File: config.mk
export PLATFORM = sky130hd
export DESIGN_NAME = scfg_regs
export DESIGN_NICKNAME = d
export VERILOG_FILES = /design/src/pkg/scfg_pkg.sv /design/src/pkg/scfg_rd_if.sv /design/src/rtl/scfg_id_rom.sv /design/src/rtl/scfg_regs.sv
export VERILOG_INCLUDE_DIRS = /design/src /design/src/pkg
export SDC_FILE = /design/constraint.sdc
export NUM_CORES = 1
export LEC_CHECK = 0
export BUFFER_PORTS_ARGS = -buffer_cell sky130_fd_sc_hd__buf_4
export CAP_MARGIN = 20
export CELL_PAD_IN_SITES_DETAIL_PLACEMENT = 1
export CELL_PAD_IN_SITES_GLOBAL_PLACEMENT = 1
export CORE_MARGIN = 1
export CORE_UTILIZATION = 33
export DETAILED_ROUTE_END_ITERATION = 6
export GPL_ROUTABILITY_DRIVEN = 0
export PLACE_DENSITY_LB_ADDON = 0.1
export REMOVE_ABC_BUFFERS = 1
export SLEW_MARGIN = 5
export SYNTH_ARGS = -nofsm -noshare
export SYNTH_HDL_FRONTEND = slang
export SYNTH_SLANG_ARGS = --single-unit
File: constraint.sdc
create_clock -name clk -period 1.2 [get_ports clk]
set_input_delay 0.24 -clock clk [delete_from_list [all_inputs] [get_ports clk]]
set_output_delay 0.24 -clock clk [all_outputs]
set_load 0.1 [all_outputs]
File: src/pkg/scfg_defines.svh
`ifndef SCFG_DEFINES_SVH
`define SCFG_DEFINES_SVH

`define SCFG_OFF_CONFIG        8'h02
`define SCFG_OFF_SERIAL_HIGH   8'hFB
`define SCFG_OFF_SERIAL_MID    8'hFC
`define SCFG_OFF_SERIAL_LOW    8'hFD
`define SCFG_OFF_MAKER_ID      8'hFE
`define SCFG_OFF_IRQ_STATUS    8'hE0
`define SCFG_OFF_IRQ_CLEAR     8'hE1
`define SCFG_OFF_IRQ_ENABLE    8'hE2

`define SCFG_BIT_SOFT_RESET    15
`define SCFG_BIT_HEATER        13
`define SCFG_BIT_SEQ_ACQUIRE   12
`define SCFG_BIT_LOW_SUPPLY    11
`define SCFG_BIT_TEMP_RES      10
`define SCFG_BIT_HUM_RES_HI    9
`define SCFG_BIT_HUM_RES_LO    8

`define SCFG_CONFIG_RESET      16'h0000
`define SCFG_CONFIG_WR_MASK    16'h3700
`define SCFG_SERIAL_LOW_MASK   16'hFF80

`define SCFG_IRQ_SOFT_RESET    0
`define SCFG_IRQ_SUPPLY_CHANGE 1
`define SCFG_IRQ_WIDTH         2

`define SCFG_SERIAL_DEFAULT    41'h000_0000_0001
`define SCFG_MAKER_DEFAULT     16'h0A5C

`endif

File: src/pkg/scfg_pkg.sv
package scfg_pkg;

	typedef enum logic [1:0] {
		SCFG_HUM_14 = 2'b00,
		SCFG_HUM_11 = 2'b01,
		SCFG_HUM_8  = 2'b10,
		SCFG_HUM_RSV = 2'b11
	} scfg_hum_res_t;

	typedef enum logic [1:0] {
		SCFG_ST_RUN   = 2'b00,
		SCFG_ST_RESET = 2'b01
	} scfg_state_t;

endpackage

File: src/pkg/scfg_rd_if.sv
`timescale 1ns/10ps
interface scfg_rd_if;
	logic [7:0]  addr;
	logic [15:0] data;
	logic        hit;

	modport master (output addr, input data, input hit);
	modport slave  (input addr, output data, output hit);
endinterface

File: src/rtl/scfg_id_rom.sv
`timescale 1ns/10ps
`include "scfg_defines.svh"
module scfg_id_rom
	import scfg_pkg::*;
#(
	parameter logic [40:0] SERIAL_NUMBER = `SCFG_SERIAL_DEFAULT,
	// arbitrary neutral code, not any real maker
	parameter logic [15:0] MAKER_CODE    = `SCFG_MAKER_DEFAULT
) (
	scfg_rd_if.slave rd
);
	wire [15:0] ser_high = SERIAL_NUMBER[40:25];
	wire [15:0] ser_mid  = SERIAL_NUMBER[24:9];
	// low seven bits are hard zero
	wire [15:0] ser_low  = {SERIAL_NUMBER[8:0], 7'h00};

	assign rd.hit  = (rd.addr == `SCFG_OFF_SERIAL_HIGH) || (rd.addr == `SCFG_OFF_SERIAL_MID)
		|| (rd.addr == `SCFG_OFF_SERIAL_LOW) || (rd.addr == `SCFG_OFF_MAKER_ID);
	assign rd.data = (rd.addr == `SCFG_OFF_SERIAL_HIGH) ? ser_high :
		(rd.addr == `SCFG_OFF_SERIAL_MID) ? ser_mid :
		(rd.addr == `SCFG_OFF_SERIAL_LOW) ? ser_low :
		(rd.addr == `SCFG_OFF_MAKER_ID) ? MAKER_CODE : 16'h0000;
endmodule

File: src/rtl/scfg_regs.sv
// The strobed register port was left to the implementer.
`timescale 1ns/10ps
`include "scfg_defines.svh"
module scfg_regs
	import scfg_pkg::*;
#(
	parameter logic [40:0] SERIAL_NUMBER = `SCFG_SERIAL_DEFAULT,
	// arbitrary neutral code, not any real maker
	parameter logic [15:0] MAKER_CODE    = `SCFG_MAKER_DEFAULT
) (
	input  wire logic        clk,
	input  wire logic        resetn,
	input  wire logic [7:0]  addr,
	input  wire logic [15:0] wdata,
	input  wire logic        wr,
	input  wire logic        rd,
	output logic      [15:0] rdata,
	input  wire logic        supply_low,
	output logic             soft_reset,
	output logic             heater_enable,
	output logic             sequential_acquire_select,
	output logic             temp_res_11bit,
	output logic      [1:0]  hum_res,
	output logic             irq
);
	scfg_rd_if rom_bus();

	logic [15:0]                  cfg;
	logic                         supply_seen;
	logic [`SCFG_IRQ_WIDTH-1:0]   irq_status;
	logic [`SCFG_IRQ_WIDTH-1:0]   irq_enable;
	scfg_state_t                  state;

	scfg_id_rom #(
		.SERIAL_NUMBER (SERIAL_NUMBER),
		.MAKER_CODE    (MAKER_CODE)
	) u_rom (
		.rd (rom_bus.slave)
	);

	function automatic logic hit(input logic [7:0] a, input logic [7:0] off);
		hit = (a == off);
	endfunction

	wire        wr_cfg   = wr && hit(addr, `SCFG_OFF_CONFIG);
	wire        wr_clr   = wr && hit(addr, `SCFG_OFF_IRQ_CLEAR);
	wire        wr_en    = wr && hit(addr, `SCFG_OFF_IRQ_ENABLE);
	wire        sw_reset = wr_cfg && wdata[`SCFG_BIT_SOFT_RESET];
	// only heater, mode and resolution bits are writable; reserved and status ignored
	wire [15:0] next_cfg = wdata & `SCFG_CONFIG_WR_MASK;
	wire        supply_chg = supply_low != supply_seen;
	wire [`SCFG_IRQ_WIDTH-1:0] ev = {supply_chg, sw_reset};
	wire [`SCFG_IRQ_WIDTH-1:0] next_status = (irq_status & ~(wr_clr ?
		wdata[`SCFG_IRQ_WIDTH-1:0] : '0)) | ev;
	// status bit is live, never stored, so it tracks the supply pin
	wire [15:0] cfg_view = {1'b0, cfg[14:12], supply_low, cfg[10:0]};

	assign rom_bus.addr = addr;

	wire [15:0] next_rdata =
		hit(addr, `SCFG_OFF_CONFIG)     ? cfg_view :
		hit(addr, `SCFG_OFF_IRQ_STATUS) ? {14'h0000, irq_status} :
		hit(addr, `SCFG_OFF_IRQ_ENABLE) ? {14'h0000, irq_enable} :
		rom_bus.hit                     ? rom_bus.data : 16'h0000;

	always_ff @(posedge clk or negedge resetn) begin
		if (!resetn) begin
			state <= SCFG_ST_RUN;
		end else begin
			case (state)
				SCFG_ST_RUN: begin
					if (sw_reset) begin
						state <= SCFG_ST_RESET;
					end
				end
				SCFG_ST_RESET: begin
					state <= SCFG_ST_RUN;
				end
				default: begin
					state <= SCFG_ST_RUN;
				end
			endcase
		end
	end

	always_ff @(posedge clk or negedge resetn) begin
		if (!resetn) begin
			cfg <= `SCFG_CONFIG_RESET;
		end else if (sw_reset) begin
			// soft reset returns config to defaults; bit 15 never stored
			cfg <= `SCFG_CONFIG_RESET;
		end else if (wr_cfg) begin
			cfg <= next_cfg;
		end
	end

	always_ff @(posedge clk or negedge resetn) begin
		if (!resetn) begin
			supply_seen <= 1'b0;
			irq_status  <= '0;
			irq_enable  <= '0;
		end else begin
			supply_seen <= supply_low;
			irq_status  <= next_status;
			if (wr_en) begin
				irq_enable <= wdata[`SCFG_IRQ_WIDTH-1:0];
			end
		end
	end

	always_ff @(posedge clk or negedge resetn) begin
		if (!resetn) begin
			rdata                     <= 16'h0000;
			soft_reset                <= 1'b0;
			heater_enable             <= 1'b0;
			sequential_acquire_select <= 1'b0;
			temp_res_11bit            <= 1'b0;
			hum_res                   <= SCFG_HUM_14;
			irq                       <= 1'b0;
		end else begin
			rdata                     <= rd ? next_rdata : 16'h0000;
			soft_reset                <= sw_reset;
			heater_enable             <= cfg[`SCFG_BIT_HEATER];
			sequential_acquire_select <= cfg[`SCFG_BIT_SEQ_ACQUIRE];
			temp_res_11bit            <= cfg[`SCFG_BIT_TEMP_RES];
			hum_res                   <= cfg[`SCFG_BIT_HUM_RES_HI:`SCFG_BIT_HUM_RES_LO];
			irq                       <= |(next_status & irq_enable);
		end
	end
endmodule

; Yosys cells after proc, flatten, opt, wreduce, memory -nomap -nowiden
; Cells that the tools add are included.
[word_totals]
regBits = 43
latch_bits = 0
ramBits = 0
mem_bits_ro = 0
in_bits = 29
output_inout_bits = 23
elab_cells = 45
mem_count = 0
[op_classes]
addsub = 0
mul = 0
div = 0
magnitude_cmp = 0
eq_ne = 9
shift = 0
mux = 12
bitwise_logic = 4
reduce_logical = 9
[op_table]
columns = operator, n
row1 = two-way mux 16 bit, 8
row2 = == test 8 bit (second input constant), 7
row3 = two-way mux 15 bit, 2
row4 = two-way mux 12 bit, 1
row5 = == test 8 x 2 -> 1 bit (second input constant), 1
row6 = AND 2 bit, 2
row7 = logical AND 1 bit, 4
row8 = logical OR 1 bit, 3
row9 = two-way mux 2 bit, 1
row10 = inverter 2 bit, 1
row11 = bitwise OR 2 bit, 1
row12 = nonzero test 2 bit, 1
row13 = OR reduction 2 bit, 1
row14 = != test 1 bit, 1

; Logic depth before layout (Yosys ltp)
[logic_depth]
word_depth = 10
depth_mapped = 6
depth_no_buf = 4

; Modules after synthesis
; From an unflattened synthesis, not the netlist that was laid out.
[unflattened]
cells_unflattened = 124
hier_area_um2 = 1436.4
[modules_own_cells]
columns = module, instances, cells_each, area_each_um2, seq_area_each_um2
row1 = scfg_regs, 1, 100, 1265.0, 825.8
row2 = scfg_id_rom, 1, 24, 171.4, 0.0

; Worst setup path before layout
; OpenSTA, ideal clock, no wires.
[synth_path]
path_kind = input-to-reg
start = input addr[4]
end = register cfg[10]
setup_time_ns = 0.118
arrival_time_ns = 1.501
setup_slack_ns = -0.419
stages = 6
cell_sequence = or3_4 buf_6 or4b_4 buf_6 nand2_1 o21ai_2
[synth_via]
elab_chain_len = 4
elab_cells_between_ends = 5
classes_between = eq/ne: 1 / mux: 1 / reduce/logical: 3
[synth_rtl]
columns = element, line_no
row1 = start: declaration, scfg_regs.sv:13  ; input wire logic [7:0] addr,
row2 = == test 8 x 2 -> 1 bit (*), scfg_regs.sv:42  ; hit = (a == off);
row3 = logical AND 1 bit (*), scfg_regs.sv:45  ; wire wr_cfg = wr && hit(addr, `SCFG_OFF_CONFIG);
row4 = logical AND 1 bit, scfg_regs.sv:48  ; wire sw_reset = wr_cfg && wdata[`SCFG_BIT_SOFT_RESET];
row5 = two-way mux 15 bit / nonzero test 2 bit (equally long branches), -
row6 = end signal: assignment, scfg_regs.sv:88  ; cfg <= `SCFG_CONFIG_RESET;
row7 = end signal: assignment, scfg_regs.sv:91  ; cfg <= `SCFG_CONFIG_RESET;
row8 = end signal: assignment, scfg_regs.sv:93  ; cfg <= next_cfg;
row9 = end: declaration, scfg_regs.sv:28  ; logic [15:0] cfg;
; Every way passes the cells marked *; elsewhere a longest branch is shown, timed or not.
; A chain may end at the register's enable or synchronous reset.

; Worst setup path in the final report
[layout_path]
start = input addr[4]
end = register cfg[8]
; The elaborated chain is that of the path after synthesis.

==> impl_metrics.json <==
{
  "row_count": 20,
  "critPathLaunchType": "input port",
  "synth.area.top_cells": "dfrtp_1 (63%), buf_4 (4.2%), o21ai_2 (4.1%)",
  "viasPerCell": 4.53,
  "reg2reg_depth": 3,
  "ys_seq_elements": 27,
  "synthesis.area_sq_um": 1080,
  "p_seq_share_pct": 58.5,
  "period_share_pct": 111,
  "drt_drc_violations_left": 0,
  "vias": 824,
  "timing.rr.end": "irq",
  "p_sw_share_pct": 27.8,
  "drt.antenna.violating_nets": 0,
  "power_mw": 1.61,
  "fp.dieW_um": 59.1,
  "worstHoldPathCells": 1,
  "leakage_nw": 0.828,
  "coreArea_sq_um": 3080,
  "wl_per_cell_um": 14.1,
  "postLayoutCellArea_sq_um": 1690,
  "critPathRequiredTime_ns": 1.43,
  "rsz0062_at_grt": "true",
  "drtPass1Iterations": 4,
  "yosys_most_used_dff": "dfrtp_1",
  "comb_power_share_pct": 16.9,
  "path_max_fanout": 11,
  "synth.distinct_cells": 27,
  "cp_cell_sequence": "buf_6 > or3_4 > or4b_4 > buf_12 > nand2_2 > o21ai_1",
  "cp_top_family": "simple AND/OR/NAND/NOR gates",
  "synth_most_common_cell": "dfrtp_1",
  "max-vdd-ir-drop_mv": 0.488,
  "violations": "negative setup slack",
  "tritoncts": "built",
  "syn_area_per_cell_sq_um": 12.4,
  "antenna_found_initial": 0,
  "start_util_pct": 35.0,
  "p_per_area_nw_per_um2": 954,
  "path_depth": 6,
  "grt_max_degree": 28,
  "p_int_mw": 1.16,
  "synth_top_area_share_pct": 62.7,
  "port-buffer-count": 40,
  "fillCellCount": 349,
  "critPathArrivalTime_ns": 1.56,
  "htreeDepth": 1,
  "fmax_mhz": 750,
  "yosys_warnings": 0,
  "status": "complete, but fails checks",
  "drt_iter0_markers": 7,
  "die_area_sq_um": 3500,
  "cts_root_buffer": "clkbuf_4",
  "fin_crit_ns": 1.33,
  "cts.clk_slew.worst_paths_ns": 0.14,
  "drive_gt1_share_pct": 55.1,
  "setup_ws_ns": -0.133,
  "finalHoldViolations": 0,
  "skew_ns": 0.00380,
  "antenna_cells": 0,
  "cts.sinks": 27,
  "slowest_stage": "or4b_4",
  "worstHoldPathType": "input port to register",
  "grt.overflow.total": 0,
  "hold_end": "supply_seen",
  "grt_pass1_vias": 830,
  "nNetsFinal": 168,
  "maxCapViolations": 0,
  "worst_r2r_startpoint": "supply_seen",
  "fin_util_pct": 54.8,
  "critPathCaptureType": "register",
  "cts_inserted_buffers": 3,
  "setup_viol": 11,
  "max_stage_delay_ns": 0.52,
  "post-dp-hpwl_um": 1950,
  "hp-start": "supply_low",
  "track_usage_pct": 16.1,
  "syn-instance-count": 87,
  "slew_viol_final": 0,
  "synth-edff-count": 0,
  "reg2reg_slack_ns": 0.21,
  "placedInstanceArea_sq_um": 1460,
  "cp_num_buf_inv": 2,
  "cts_max_path_buffers": 2,
  "synthArstFlopShare_pct": 100,
  "p_sw_mw": 0.446,
  "clk_latency_ns": 0.32,
  "ys_seq_area_share_pct": 62.7,
  "pwr-share-clk_pct": 24.5,
  "synth_commonest_cells": "dfrtp_1 (27), nand2_1 (11), buf_4 (6)",
  "io-pin-count": 52,
  "die_height_um": 59.1,
  "yosysTopAreaCell": "dfrtp_1",
  "wl_um": 2560,
  "worstSetupPathType": "input port to register",
  "grt_pass1_wl_um": 4020,
  "syn_to_final_growth_pct": 56.4,
  "fin_tns_setup_ns": -1.01
}
flip-flops by register name, indices dropped and copies added, names as in the netlist:
name,count
irq_enable,2
irq_status,2
hum_res,2
irq,1
rdata,10
supply_seen,1
sequential_acquire_select,1
heater_enable,1
temp_res_11bit,1
cfg,5
soft_reset,1
stage by stage:
step	setup WS, ns	instances	hold WS [ns]
detailed placement	-0.509	175	0.167
finish	-0.133	182	0.0406
global placement	-0.484	175	0.168
CTS	-0.124	182	0.0314
floorplan	-1.71	81	-0.0556
global route	-0.147	182	0.0265
placed cells by master (no fill, tap or decap):
cell and instances:
buf_4 28, dfrtp_1 26, buf_6 12, buf_8 9, nand2_1 6, o21ai_2 5
nand2_2 5, and2_1 4, conb_1 3, clkbuf_4 3, buf_12 3, nor2_1 2
nand4_1 2, a21o_1 2, mux2i_1 2, nor4_1 2, inv_1 2, nand3b_1 2
mux2_2 2, nand2b_1 1, or3_4 1, nor3_1 1, and3_2 1, nand3_1 1
or2_2 1, nor3b_1 1, or4b_4 1, nor2_4 1, o31ai_2 1, xnor2_1 1
o31ai_1 1, a22o_1 1, nor3_2 1, o21ai_1 1, clkinvlp_4 1, dlygate4sd3_1 1
dfrtp_2 1
cells by family (layout without fill, tap and decap cells):
group | after synthesis | count (layout) | share of synthesized area [%]
flip-flops | 27 | 27 | 62.7
AND/OR/NAND/NOR | 33 | 33 | 17.1
other | 1 | 3 | 0.348
XOR/XNOR | 1 | 1 | 0.813
AO/OA/AOI/OAI | 11 | 11 | 8.13
multiplexers | 4 | 4 | 3.95
buffers and inverters | 10 | 59 | 6.97
area by class of cell:
class,instances,area [sq um],share of cell area (%)
flip-flops and latches,27,677,40.2
repair buffers,53,551,32.7
multi-input cells,52,365,21.7
well taps,44,55.1,3.27
clock buffers,3,22.5,1.34
clock inverters,1,7.51,0.445
inverters,2,7.51,0.445
power groups by stage:
| stage | combinational [mW] | sequential [mW] | clock, mW |
|---|---|---|---|
| floorplan | 0.0804 | 1.00 | 0 |
| global placement | 0.249 | 0.954 | 0 |
| detailed placement | 0.253 | 0.954 | 0 |
| CTS | 0.267 | 0.940 | 0.414 |
| global route | 0.290 | 0.944 | 0.446 |
| finish | 0.272 | 0.941 | 0.394 |
metal layers:
layer	vias up	GRT usage, %	share of wire (%)
met5	-	0	0
met1	402	19.4	41
li1	386	-	-
met4	0	6.80	2.1
met3	6	3.06	4.1
met2	30	28.1	53
what timing repair did:
action,in CTS,in global routing
pin swaps,2,1
hold endpoints to repair,27,0
hold buffers,1,0
gates resized for setup,31,16
setup endpoints to repair,29,28
setup buffers,2,0
worst max path at each step:
stage / startpoint / to / slack, ns
4_1_cts: rdata[6] / rdata[4] / -0.12
3_3_place_gp: addr[4] / cfg[10] / -0.48
5_1_grt: addr[4] / cfg[8] / -0.15
6_report: addr[4] / cfg[8] / -0.13
2_1_floorplan: rdata[6] / rdata[2] / -1.71
3_5_place_dp: addr[4] / irq / -0.51
Note: power is estimated with default switching activity, not from simulation.
